===== config.mk =====
export PLATFORM = sky130hd
export DESIGN_NAME = dst_xlate
export DESIGN_NICKNAME = d
export VERILOG_FILES = /design/src/rtl/dst_pkg.sv /design/src/rtl/dst_pkt_if.sv /design/src/rtl/dst_xlate.sv /design/src/rtl/dst_pkt_build.sv
export SDC_FILE = /design/constraint.sdc
export NUM_CORES = 1
export LEC_CHECK = 0
export BUFFER_PORTS_ARGS = -buffer_cell sky130_fd_sc_hd__buf_2
export CORE_ASPECT_RATIO = 1.1
export CORE_MARGIN = 5
export CORE_UTILIZATION = 35
export CTS_CLUSTER_DIAMETER = 80
export CTS_CLUSTER_SIZE = 30
export DETAILED_ROUTE_END_ITERATION = 8
export PLACE_DENSITY = 0.69
export SLEW_MARGIN = 5
export SYNTH_ARGS = -nofsm -noshare
export SYNTH_HDL_FRONTEND = slang
export SYNTH_SLANG_ARGS = --single-unit

===== constraint.sdc =====
create_clock -name mclk -period 3.4 [get_ports mclk]
set_input_delay 0.85 -clock mclk [delete_from_list [all_inputs] [get_ports mclk]]
set_output_delay 0.85 -clock mclk [all_outputs]
set_load 0.02 [all_outputs]

===== src/rtl/dst_pkg.sv =====
// Package: constants and types for the direct-store translation block
package dst_pkg;
  // ==========================================
  // Widths
  localparam int DST_AW = 32;
  // ==========================================
  // Forced memory attributes: uncached, non-coherent, guarded
  localparam logic [3:0] DST_ATTR_DIRECT = 4'h5;
  // Segment register field positions (bit 0 is the msb)
  localparam int DST_SEG_T_POS = 31;   // Direct-store select (bit 0)
  localparam int DST_SEG_KS_POS = 30;  // Supervisor key (bit 1)
  localparam int DST_SEG_KP_POS = 29;  // User key (bit 2)
  localparam int DST_PKT0_LSB = 0;     // Bits 3..31 of segment register
  localparam int DST_PKT0_W = 29;
  localparam int DST_EA_LOW_W = 28;    // Effective address bits 4..31
  localparam int DST_SEG_LOW_W = 4;    // Segment register bits 28..31
  // Fault status bit position 5 from the msb
  localparam int DST_FAULT_POS = 26;
  // Reset value of the packet bus
  localparam logic [31:0] DST_PKT_RST = 32'h0;
  // ==========================================
  // Operation classes presented with each access
  typedef enum logic [2:0] {
    DST_OP_LDST,     // Plain load or store
    DST_OP_RESV,     // Reserve or conditional or external control word
    DST_OP_CACHE,    // Cache management operation
    DST_OP_SYNC,     // Synchronise
    DST_OP_TLBSYNC,  // Invalidate synchronise
    DST_OP_RCUPD     // Referenced / changed update
  } dst_op_e;
  // Sequencer states
  typedef enum logic [1:0] {
    DST_IDLE,
    DST_PKT0,
    DST_PKT1
  } dst_state_e;
endpackage


===== src/rtl/dst_pkt_if.sv =====
// Interface: packet carrier between sequencer and packet builder
`timescale 1ns/100ps
interface dst_pkt_if;
  import dst_pkg::*;
  logic [31:0] seg;   // Segment register contents
  logic [31:0] ea;    // Effective address
  logic priv;         // Privilege state bit
  logic [31:0] pkt0;  // Built first packet
  logic [31:0] pkt1;  // Built second packet
  modport build (input seg, input ea, input priv, output pkt0, output pkt1);
  modport use_pkt (output seg, output ea, output priv, input pkt0,
    input pkt1);
endinterface


===== src/rtl/dst_xlate.sv =====
// Module: direct-store translation path and invalidate synchronisation
// ==========================================
`timescale 1ns/100ps
module dst_xlate
  import dst_pkg::*;
(
  // Clock and reset
  input wire logic mclk,
  input wire logic rst,
  // Access request from load/store unit (one per bus transaction)
  input wire logic req_valid,
  input wire dst_op_e req_op,
  input wire logic [31:0] effective_address_bits,
  input wire logic [31:0] segment_register,
  input wire logic block_translation_hit,
  input wire logic privilege_state_bit,
  input wire logic data_relocate_bit,
  input wire logic rc_changed,
  // Bus side
  input wire logic bus_ack,
  input wire logic inval_busy,
  input wire logic remote_sync_done,
  input wire logic snoop_tlbsync,
  input wire logic snoop_pending,
  // Results
  output logic req_ready,
  output logic page_walk,
  output logic [3:0] memory_attribute_bits,
  output logic pkt_valid,
  output logic pkt_addr_only,
  output logic [31:0] pkt_data,
  output logic fault,
  output logic [31:0] data_fault_status_reg,
  output logic noop_done,
  output logic stall,
  output logic rc_byte_we,
  output logic [7:0] rc_byte,
  output logic address_retry_response
);
  // ==========================================
  // State
  typedef struct packed {
    dst_state_e st;
    logic [31:0] pkt1;
    logic ready;
    logic walk;
    logic [3:0] attr;
    logic pv;
    logic [31:0] pd;
    logic flt;
    logic [31:0] fsr;
    logic nop;
    logic stl;
    logic rcwe;
    logic [7:0] rcb;
    logic retry;
  } dst_s;
  dst_s cur_ff, nxt_ff;

  // Packet builder link
  dst_pkt_if pk ();
  assign pk.seg = segment_register;
  assign pk.ea = effective_address_bits;
  assign pk.priv = privilege_state_bit;
  dst_pkt_build u_build (
    .pk(pk)
  );

  // Decode of a direct-store hit
  function automatic logic is_direct(input logic [31:0] seg,
    input logic bh);
    is_direct = seg[DST_SEG_T_POS] && !bh;
  endfunction

  logic direct;
  assign direct = is_direct(segment_register, block_translation_hit);

  // ==========================================
  // Next-state logic
  always_comb begin
    nxt_ff = cur_ff;
    nxt_ff.pv = 1'b0;
    nxt_ff.flt = 1'b0;
    nxt_ff.nop = 1'b0;
    nxt_ff.rcwe = 1'b0;
    nxt_ff.walk = 1'b0;
    nxt_ff.stl = 1'b0;
    // Retry lasts while snooped sync sees pending work
    nxt_ff.retry = snoop_tlbsync && snoop_pending;
    unique case (cur_ff.st)
      DST_IDLE: begin
        nxt_ff.ready = 1'b1;
        if (req_valid && cur_ff.ready) begin
          unique case (req_op)
            DST_OP_RESV: begin
              // Fault when direct-store or relocation off
              if (direct || !data_relocate_bit) begin
                nxt_ff.flt = 1'b1;
                nxt_ff.fsr = 32'h0;
                nxt_ff.fsr[DST_FAULT_POS] = 1'b1;
              end else begin
                nxt_ff.walk = 1'b1;
              end
            end
            DST_OP_CACHE: begin
              if (direct) begin
                nxt_ff.nop = 1'b1;
              end else begin
                nxt_ff.walk = 1'b1;
              end
            end
            DST_OP_SYNC: begin
              // Hold the core while local invalidate runs
              nxt_ff.stl = inval_busy;
              nxt_ff.ready = !inval_busy;
            end
            DST_OP_TLBSYNC: begin
              // Completion only once remote processors finish
              nxt_ff.stl = !remote_sync_done;
              nxt_ff.ready = remote_sync_done;
            end
            DST_OP_RCUPD: begin
              // Byte-wide write leaves other entry bytes alone
              nxt_ff.rcwe = !direct;
              nxt_ff.rcb = {6'h0, 1'b1, rc_changed};
            end
            default: begin
              if (direct) begin
                // Each transaction starts its own packet pair
                nxt_ff.attr = DST_ATTR_DIRECT;
                nxt_ff.pd = pk.pkt0;
                nxt_ff.pkt1 = pk.pkt1;
                nxt_ff.pv = 1'b1;
                nxt_ff.ready = 1'b0;
                nxt_ff.st = DST_PKT0;
              end else begin
                nxt_ff.walk = 1'b1;
              end
            end
          endcase
        end
      end
      DST_PKT0: begin
        nxt_ff.pv = !bus_ack;
        if (bus_ack) begin
          nxt_ff.pd = cur_ff.pkt1;
          nxt_ff.pv = 1'b1;
          nxt_ff.st = DST_PKT1;
        end
      end
      DST_PKT1: begin
        nxt_ff.pv = !bus_ack;
        if (bus_ack) begin
          nxt_ff.ready = 1'b1;
          nxt_ff.st = DST_IDLE;
        end
      end
      default: nxt_ff.st = DST_IDLE;
    endcase
  end

  // ==========================================
  // State register
  always_ff @(posedge mclk or posedge rst) begin
    if (rst) begin
      cur_ff <= '{st: DST_IDLE, pkt1: DST_PKT_RST, ready: 1'b0,
        walk: 1'b0, attr: 4'h0, pv: 1'b0, pd: DST_PKT_RST, flt: 1'b0,
        fsr: 32'h0, nop: 1'b0, stl: 1'b0, rcwe: 1'b0, rcb: 8'h0,
        retry: 1'b0};
    end else begin
      cur_ff <= nxt_ff;
    end
  end

  // Outputs straight from the state register
  assign req_ready = cur_ff.ready;
  assign page_walk = cur_ff.walk;
  assign memory_attribute_bits = cur_ff.attr;
  assign pkt_valid = cur_ff.pv;
  assign pkt_addr_only = cur_ff.pv;
  assign pkt_data = cur_ff.pd;
  assign fault = cur_ff.flt;
  assign data_fault_status_reg = cur_ff.fsr;
  assign noop_done = cur_ff.nop;
  assign stall = cur_ff.stl;
  assign rc_byte_we = cur_ff.rcwe;
  assign rc_byte = cur_ff.rcb;
  assign address_retry_response = cur_ff.retry;

  // ==========================================
  // Checks
  // Key the first packet should carry, rebuilt from the raw inputs
  logic key_exp;
  assign key_exp = privilege_state_bit ? segment_register[DST_SEG_KP_POS] :
    segment_register[DST_SEG_KS_POS];
  attr_forced_a: assert property (@(posedge mclk) disable iff (rst)
    pkt_valid |-> memory_attribute_bits == 4'h5)
    else $error("direct access without forced attributes");
  pkt_pair_a: assert property (@(posedge mclk) disable iff (rst)
    (cur_ff.st == DST_PKT0 && bus_ack) |=> cur_ff.st == DST_PKT1)
    else $error("second packet missing");
  no_walk_a: assert property (@(posedge mclk) disable iff (rst)
    (req_valid && req_ready && direct && req_op == DST_OP_LDST)
    |=> !page_walk && pkt_valid)
    else $error("direct access walked tables");
  fault_bit_a: assert property (@(posedge mclk) disable iff (rst)
    (req_valid && req_ready && req_op == DST_OP_RESV && direct)
    |=> fault && data_fault_status_reg[26])
    else $error("reserve op not faulted");
  cache_noop_a: assert property (@(posedge mclk) disable iff (rst)
    (req_valid && req_ready && req_op == DST_OP_CACHE && direct)
    |=> noop_done && !page_walk)
    else $error("cache op not a no-op");
  sync_stall_a: assert property (@(posedge mclk) disable iff (rst)
    (req_valid && req_ready && req_op == DST_OP_SYNC && inval_busy)
    |=> stall)
    else $error("sync did not stall");
  tsync_wait_a: assert property (@(posedge mclk) disable iff (rst)
    (req_valid && req_ready && req_op == DST_OP_TLBSYNC &&
    !remote_sync_done) |=> stall && !req_ready)
    else $error("invalidate sync finished early");
  retry_resp_a: assert property (@(posedge mclk) disable iff (rst)
    (snoop_tlbsync && snoop_pending) |=> address_retry_response)
    else $error("retry not asserted");
  key_sel_a: assert property (@(posedge mclk) disable iff (rst)
    (req_valid && req_ready && direct && req_op == DST_OP_LDST)
    |=> pkt_data[29] == $past(key_exp))
    else $error("wrong key in first packet");
endmodule


===== src/rtl/dst_pkt_build.sv =====
// Module: builds the two address-only packet words of a direct-store access
`timescale 1ns/100ps
module dst_pkt_build
  import dst_pkg::*;
(
  // Packet carrier
  dst_pkt_if.build pk
);
  // ==========================================
  // Packet assembly
  // Key selection by privilege; the other key is dropped
  logic key;
  always_comb begin
    key = pk.priv ? pk.seg[DST_SEG_KP_POS] : pk.seg[DST_SEG_KS_POS];
    // No protection check here; the controller enforces it
    pk.pkt0 = {2'h0, key, pk.seg[DST_PKT0_W-1:0]};
    pk.pkt1 = {pk.seg[DST_SEG_LOW_W-1:0],
      pk.ea[DST_EA_LOW_W-1:0]};
  end
endmodule


==> summary.txt, run 1 <==
largest net degree at the start of global routing: 79
slowest CP cell: a211o_4
Num Clock Sinks: 78
CP startpoint kind: input port
Worst Hold Launch: data_fault_status_reg[26]
leading area contributor after synthesis: dfrtp_1
Largest register FFs: 34
# hold bufs at CTS: 0
most numerous cell in the Yosys netlist: dfrtp_1
total CTS buffers: 9
status: finished, final reports clean
Initial Util: 35.3%
vias: 2607
area delta synth->final: 10.3%
DRT antenna net count: 0
CP startpoint: req_op[2]
DRC viols: 0
Antenna diodes: 0
register area share after synthesis: 46.4%
Clock Tree Root: clkbuf_16
placer congestion estimate: 0.770
post-DR vias/cell: 4.47
Seq cells post-synth: 78
die width: 115 um
Relative slew margins: 33.6%
RSZ-0062 raised after global routing: false
CP Class: input port to flop
post-synthesis instance area: 0.00421 mm2
predominant post-synthesis flop cell: dfrtp_1
Core Box Area: 0.0119 mm2
post-synth cell types: 37
top cells by area, synth: dfrtp_1 (46%), buf_4 (14%), a2bb2oi_2 (11%), mux2_2 (9.4%), o21ai_0 (3.9%)
Port-buffer cells: 120
internal power: 2.21 mW
Starting DRT DRC Count: 99
vias in the first global route: 2819
Peak Freq: 415 MHz
Commonest cells post-synth: dfrtp_1 (78), buf_4 (77), mux2_2 (35)
worst r2r path cells: 4
placed cell area: 0.00436 mm2
Met3 Wirelength: 567 um
Static Leak: 2.21 nW
PD cells: 693 mW/mm2
GRT Util Overall: 12.1%
Slew Viols, Final: 0
grt ovf: 0
Final min period: 2410 ps
FF-to-FF Start: cur_ff[117]
number of max-cap violations: 0
share of the synthesized area in the top cell type: 46.4%
FILL cells: 1160
die height: 125 um
RR Endpoint: pkt_data[8]
Syn. warnings: 0
crit share post-route: 70.9%
Async S/R FF share, synth: 100%
Gates resized, CTS repair: 0
Ports: 164
Synth Instances: 347
Top reg by flops: cur_ff
final hold viol count: 0
die area: 0.0143 mm2
critical path, cell by cell: buf_2 -> or3_4 -> a211o_4 -> nand2_8 -> a2bb2oi_2
CTS clock-pin slew for the worst setup and hold paths: 60 ps
Crit path max-delay family: simple AND/OR/NAND/NOR gates
Final HPWL DP: 6040 um
Post-synth EDFFs: 0
layout cells sized above 1: 50.1%
clk_lat worst skew: 320 ps
Sequential Power Share: 43.3%
arrival time worst endpoint: 2660 ps
Post-CTS Setup Bufs: 0
Hold EP: data_fault_status_reg[26]
first-pass GRT wire length: 14100 um
Wirelength per Cell: 14.4 um
clock network power share: 27.3%
final wirelength: 8390 um
setup tns final: 0 ps
Worst Clk Skew: 6.69 ps
CP max FO: 68
nets: 504
Sw Share: 31.3%
clk buf depth: 2
CP max stage delay: 620 ps
combinational share of power: 29.4%
router iterations before antenna repair: 4
Hold WC Path Type: flop to flop
H-tree depth: 3
worst path buffer plus inverter count: 1
antenna violations before repair: 1
CTS tree: built
Slew @ Worst Pin: 995 ps
Max IR drop VDD: 0.241 mV
M1 WL: 3460 um
Final Util: 38.9%
syn_area_per_cell: 12.1 um2
final setup violation count: 0
top routing layer in use: met5
CP required: 3650 ps
post-route cell area: 0.00464 mm2
Psw: 1.01 mW
worst reg-to-reg setup slack: 1260 ps
met2 WL post-DR: 4200 um
Worst Hold Depth: 1
crit end category: flop
placement row count: 42
[layer usage]
| metal | vias to the layer above | GRT usage, % |
|---|---|---|
| met5 | - | 0 |
| met4 | 2 | 4.12 |
| met3 | 13 | 3.43 |
| met2 | 90 | 20.0 |
| met1 | 1266 | 15.2 |
| li1 | 1236 | - |
[layout by cell type (no fill, tap or decap), types with 2 or more instances in the layout]
master       n
mux2_2      35
nor2_1       2
clkbuf_8     2
a21oi_1      7
buf_4        4
or2_2        3
buf_2      120
dfrtp_1     78
clkinv_2     4
inv_1        3
and2_1       2
clkbuf_16    9
nor3_1       2
a2bb2oi_2   30
and2b_2      2
conb_1      39
nand2b_1     3
nand3_1      2
nand2_1     34
o21ai_0     33
[how the worst max path moves through the flow]
stage	slack (ps)	endpoint	cells after the start
6_report	990	pkt_data[8]	5
5_1_grt	920	pkt_data[14]	5
3_3_place_gp	700	pkt_data[10]	5
4_1_cts	1000	pkt_data[20]	5
2_1_floorplan	550	address_retry_response	1
3_5_place_dp	650	pkt_data[24]	5
[cells by family after synthesis]
logic type / count (synthesis) / share of synthesized area, %
AOI/OAI and AO/OA: 76 / 17.2
buffers and inverters: 99 / 19.6
and+or+nand+nor: 58 / 7.32
other: 1 / 0.0891
muxes: 35 / 9.37
DFF: 78 / 46.4
[final cells by class]
class / count / area [um2] / share of cell area (%)
tap: 154 / 193 / 4.15
clock buffer: 11 / 253 / 5.45
multi-input combinational: 208 / 1570 / 33.9
clock inverter: 4 / 22.5 / 0.485
inverter: 4 / 16.3 / 0.351
timing repair buffer: 124 / 631 / 13.6
sequential: 78 / 1950 / 42.1
[stage by stage]
step	instances	total power, mW	worst slack (ps)	hold slack, ps
floorplan	385	2.34	555	441
global placement	568	2.33	700	450
detailed placement	568	2.37	654	449
CTS	583	3.28	1000	467
global route	583	3.42	916	479
finish	583	3.22	988	459
[power by group through the flow]
stage,clock [mW],sequential (mW),combinational [mW]
floorplan,0,1.37,0.968
global placement,0,1.39,0.936
detailed placement,0,1.41,0.961
CTS,0.921,1.40,0.960
global route,0.966,1.44,1.02
finish,0.879,1.39,0.945
Note: power is estimated with default switching activity, not from simulation.
==> run 2: changes to the inputs <==
Settings changed: ABC_AREA from default to 1, PLACE_DENSITY 0.69 to 0.7.
Clock period 3.4 ns to 2 ns, I/O delays scaled along.
==> summary.txt, run 2 <==
Commonest cells post-synth: nand2_1 (268), buf_4 (88), dfrtp_1 (78)
Slew Viols, Final: 0
total power draw: 4.74 mW
clk_lat worst skew: 330 ps
Antenna diodes: 0
Seq cells post-synth: 78
Synth Area in XOR/XNOR: 0%
commonest non-fill, non-tap cell in the layout: nand2_1
Final HPWL DP: 7210 um
post-synth cell types: 24
GRT Util Overall: 14.2%
CP startpoint kind: flop
multiplexer area fraction after synthesis: 0%
Largest register FFs: 34
FF-to-FF Start: req_ready
register area share after synthesis: 44.6%
Async S/R FF share, synth: 100%
layout cells sized above 1: 23.8%
largest family of logic cells by synthesized area: simple AND/OR/NAND/NOR gates
setup tns final: 0 ps
met2 WL post-DR: 5060 um
vias in the first global route: 3345
nets: 751
CP Class: flop to flop
Final Util: 41.2%
post-synthesis instance area: 0.00438 mm2
clock network power share: 41.1%
final hold slack: 261 ps
CP startpoint: req_ready
M1 WL: 4620 um
Final Worst Setup Slack: 345 ps
area delta synth->final: 14.1%
# hold bufs at CTS: 0
leading area contributor after synthesis: dfrtp_1
Sw Share: 27.5%
Core Box Area: 0.0121 mm2
Post-synth EDFFs: 0
CP max FO: 32
predominant post-synthesis flop cell: dfrtp_1
placer congestion estimate: 0.763
die area: 0.0148 mm2
total CTS buffers: 9
final wirelength: 10400 um
largest net degree at the start of global routing: 79
RSZ-0062 raised after global routing: false
Worst Clk Skew: 7.93 ps
Ports: 164
crit share post-route: 82.8%
final hold viol count: 0
Clock Tree Root: clkbuf_16
Final min period: 1660 ps
Static Leak: 3.09 nW
most frequent cells in the layout: nand2_1 (268), buf_2 (120), dfrtp_1 (78)
number of max-cap violations: 0
top routing layer in use: met4
Wirelength per Cell: 12.6 um
most numerous cell in the Yosys netlist: nand2_1
Met3 Wirelength: 577 um
arrival time worst endpoint: 1930 ps
Synth Instances: 596
Initial Util: 36.1%
CTS tree: built
Port-buffer cells: 120
PD cells: 949 mW/mm2
Psw: 1.31 mW
vias: 3503
Post-CTS Setup Bufs: 0
Top reg by flops: cur_ff
Slew @ Worst Pin: 624 ps
grt ovf: 0
internal power: 3.44 mW
Hold WC Path Type: input port to async pin
Syn. warnings: 0
syn_area_per_cell: 7.35 um2
Sequential Power Share: 42.0%
placement row count: 42
Peak Freq: 604 MHz
Starting DRT DRC Count: 194
share of the synthesized area in the top cell type: 44.6%
clk buf depth: 2
antenna violations before repair: 0
H-tree depth: 3
Adder-Cell Fraction of Synth Area: 0%
die width: 117 um
CP required: 2270 ps
first-pass GRT wire length: 16600 um
top cells by area, synth: dfrtp_1 (45%), nand2_1 (23%), buf_4 (15%), nand3_1 (3.8%), inv_1 (3.7%)
DRC viols: 0
area share of and/or/nand/nor cells after synthesis: 32.6%
worst slack, placed: 99.6 ps
final setup violation count: 0
crit end category: flop
Gates resized, CTS repair: 0
Synth Area in Compound Gates: 1.29%
status: finished, final reports clean
Relative slew margins: 58.3%
combinational share of power: 16.9%
Num Clock Sinks: 78
Max IR drop VDD: 0.355 mV
router iterations before antenna repair: 4
CTS clock-pin slew for the worst setup and hold paths: 60 ps
post-DR vias/cell: 4.22
die height: 127 um
DRT antenna net count: 0
run 2: cell types whose count changed in the layout (fill, tap and decap cells not counted), moves of 6 or more:
cell | previous run | this run
o21ai_0 | 33 | 6
inv_2 | 0 | 6
nand2_1 | 34 | 268
nor2_1 | 2 | 38
nand3_1 | 2 | 33
mux2_2 | 35 | 0
inv_1 | 3 | 42
a2bb2oi_2 | 30 | 0
run 2: cell type report:
type | count | area [um2]
Tap cell | 154 | 193
Clock buffer | 12 | 267
Clock inverter | 3 | 90.1
Timing Repair Buffer | 129 | 681
Sequential cell | 78 | 1950
Multi-Input combinational cell | 405 | 1630
Inverter | 49 | 188
Fill cell | 1302 | 7140
run 2: cell families after synthesis:
group	after synthesis
other cells	1
flops	78
buf+inv	151
simple gates	355
compound gates	11
run 2: critical path: stages (launching register included):
cell	delay, ps
dfrtp_1	390
nand2_1	110
inv_1	70
nand2_1	140
nor2_2	60
nand2_2	90
nand2_4	50
inv_2	460
nand2_1	120
nand2_1	100
run 2: worst paths after layout:
path / endpoint / slack (ps) / cells past startpoint
worst min-delay path: stall / 260 / 3
worst min register to register: rc_byte[1] / 460 / 2
worst max-delay path: pkt_data[22] / 340 / 9
min in group mclk: address_retry_response / 350 / 3
max in group asynchronous: cur_ff[98] / 1370 / 3
worst max register to register: pkt_data[22] / 340 / 9
run 2: power by group through the flow:
stage / sequential (mW) / clock (mW) / combinational, mW
after global routing: 2.03 / 2.05 / 0.920
after floorplan: 2.00 / 0 / 0.719
after global placement: 2.01 / 0 / 0.803
final: 1.99 / 1.95 / 0.803
after detailed placement: 2.02 / 0 / 0.815
after CTS: 1.99 / 1.99 / 0.817
run 2: metal layers:
| metal | global-route usage, % | up-vias |
|---|---|---|
| met5 | 0 | - |
| met4 | 5.13 | 0 |
| met3 | 3.03 | 13 |
| met2 | 23.2 | 93 |
| met1 | 18.7 | 1575 |
| li1 | - | 1822 |
run 2: stage by stage:
stage                     instance area, um2  instances
final                                   5000        830
after global routing                    5000        830
after CTS                               5000        830
after detailed placement                4640        815
after global placement                  4640        815
after floorplan                         4520        634
==> run 3: changes to the inputs <==
Settings changed: PLACE_DENSITY 0.7 to 0.68.
Clock period 2 ns to 1.6 ns, I/O delays scaled along.
==> summary.txt, run 3 (synthesis gave the netlist of run 2 again) <==
status: finished, final reports clean
final wirelength: 10600 um
commonest non-fill, non-tap cell in the layout: nand2_1
FF-to-FF Start: cur_ff[117]
clock network power share: 38.5%
Sequential Power Share: 43.3%
area delta synth->final: 16.6%
vias: 3578
CP max stage delay: 440 ps
FILL cells: 1286
FF+latch area: 0.00195 mm2
most frequent cells in the layout: nand2_1 (268), buf_2 (120), dfrtp_1 (78)
worst r2r path cells: 8
Hold WC Path Type: input port to async pin
router iterations before antenna repair: 5
final hold slack: 123 ps
CP required: 1820 ps
DRT antenna net count: 0
die width: 117 um
CP max FO: 17
antenna violations before repair: 0
Antenna diodes: 0
Slew Viols, Final: 0
GRT Util Overall: 14.7%
arrival time worst endpoint: 1670 ps
slowest CP cell: dfrtp_1
CP startpoint kind: flop
Initial Util: 36.1%
DRC viols: 0
vias in the first global route: 3532
crit end category: flop
CP Class: flop to flop
critical path's most frequent cell: nand2_1
CTS clock-pin slew for the worst setup and hold paths: 60 ps
die area: 0.0148 mm2
Final min period: 1450 ps
critical path, cell by cell: nor2_1 -> nand2_1 -> nor2_2 -> nand2_2 -> buf_4 -> buf_4 -> nand2_1 -> nand2_1
setup tns final: 0 ps
clk buf depth: 2
worst path buffer plus inverter count: 2
CTS tree: built
internal power: 4.09 mW
Static Leak: 3.14 nW
placement row count: 42
Ports: 164
Clock Tree Root: clkbuf_16
grt ovf: 0
largest net degree at the start of global routing: 46
multi-input logic area: 0.00163 mm2
crit share post-route: 90.7%
Sw Share: 28.8%
Starting DRT DRC Count: 118
Peak Freq: 689 MHz
die height: 127 um
Crit path max-delay family: simple AND/OR/NAND/NOR gates
placer congestion estimate: 0.766
post-route cell area: 0.00511 mm2
final setup violation count: 0
PD cells: 1130 mW/mm2
worst reg-to-reg setup slack: 150 ps
Port-buffer cells: 120
Top reg by flops: cur_ff
Psw: 1.66 mW
RR Endpoint: cur_ff[101]
post-DR vias/cell: 4.24
nets: 764
Max IR drop VDD: 0.573 mV
placed cell area: 0.00477 mm2
Largest register FFs: 34
clk_lat worst skew: 330 ps
first-pass GRT wire length: 17100 um
Final HPWL DP: 7720 um
combinational share of power: 18.2%
number of max-cap violations: 0
final hold viol count: 0
Wirelength per Cell: 12.6 um
H-tree depth: 3
total CTS buffers: 9
Worst Clk Skew: 6.45 ps
Num Clock Sinks: 78
layout cells sized above 1: 25.4%
Core Box Area: 0.0121 mm2
## run 3: changes by cell type in the layout (fill, tap and decap cells not counted), sizes merged
cell      delta
buf         +13
clkinvlp     +2
clkinv       +2
clkbuf       -2
bufinv       -1
## run 3: timing repair
| action | CTS | global route |
|---|---|---|
| pin swaps | 0 | 0 |
| hold buffers | 0 | 0 |
| resized for setup | 1 | 3 |
| setup buffers | 0 | 0 |
| cloned | 0 | 0 |
| endpoints found under the setup margin | 5 | 31 |
## run 3: tightest hold or removal path, delay by kind of cell
family                 cells  cell delay (ps)
buffers and inverters      3              420
## run 3: cell type report
type	instances	area share, %
clock buffers	10	4.68
clock inverters	6	1.67
inverters	49	3.72
multi-input cells	405	32.0
flip-flops and latches	78	38.2
well taps	154	3.77
repair buffers	142	16.0
## run 3: per-stage QoR
stage / std cells / utilization (%) / setup slack (ps) / power [mW]
after floorplan: 634 / - / 198 / 3.40
after global placement: 828 / 39.3 / -102 / 3.55
after detailed placement: 828 / 39.3 / -116 / 3.59
after CTS: 844 / 42.0 / 33.9 / 5.83
after global routing: 844 / 42.1 / -0.928 / 6.09
final: 844 / 42.1 / 149 / 5.75
## run 3: power by group through the flow
stage	Clock, mW	Combinational, mW	Sequential, mW
5_1_grt	2.35	1.20	2.54
6_report	2.21	1.05	2.49
2_1_floorplan	0	0.899	2.50
4_1_cts	2.27	1.07	2.49
3_3_place_gp	0	1.04	2.51
3_5_place_dp	0	1.06	2.53
## run 3: worst max-delay path by stage
| stage | startpoint | depth (start not counted) | to | slack (ps) |
|---|---|---|---|---|
| 2_1_floorplan | req_ready | 10 | pkt_data[0] | 200 |
| 3_3_place_gp | req_valid | 10 | pkt_data[23] | -100 |
| 3_5_place_dp | req_op[1] | 10 | pkt_data[21] | -120 |
| 4_1_cts | cur_ff[117] | 8 | pkt_data[29] | 30 |
| 5_1_grt | cur_ff[117] | 8 | cur_ff[97] | -0.9 |
| 6_report | cur_ff[117] | 8 | cur_ff[101] | 150 |
## run 3: routing by layer
metal  up-vias  wire length (um)  track usage [%]
li1       1849                 -                -
met1      1606              4500             18.1
met2       108              5290             25.2
met3        15               670             2.32
met4         0               176             6.68
met5         -                 0                0
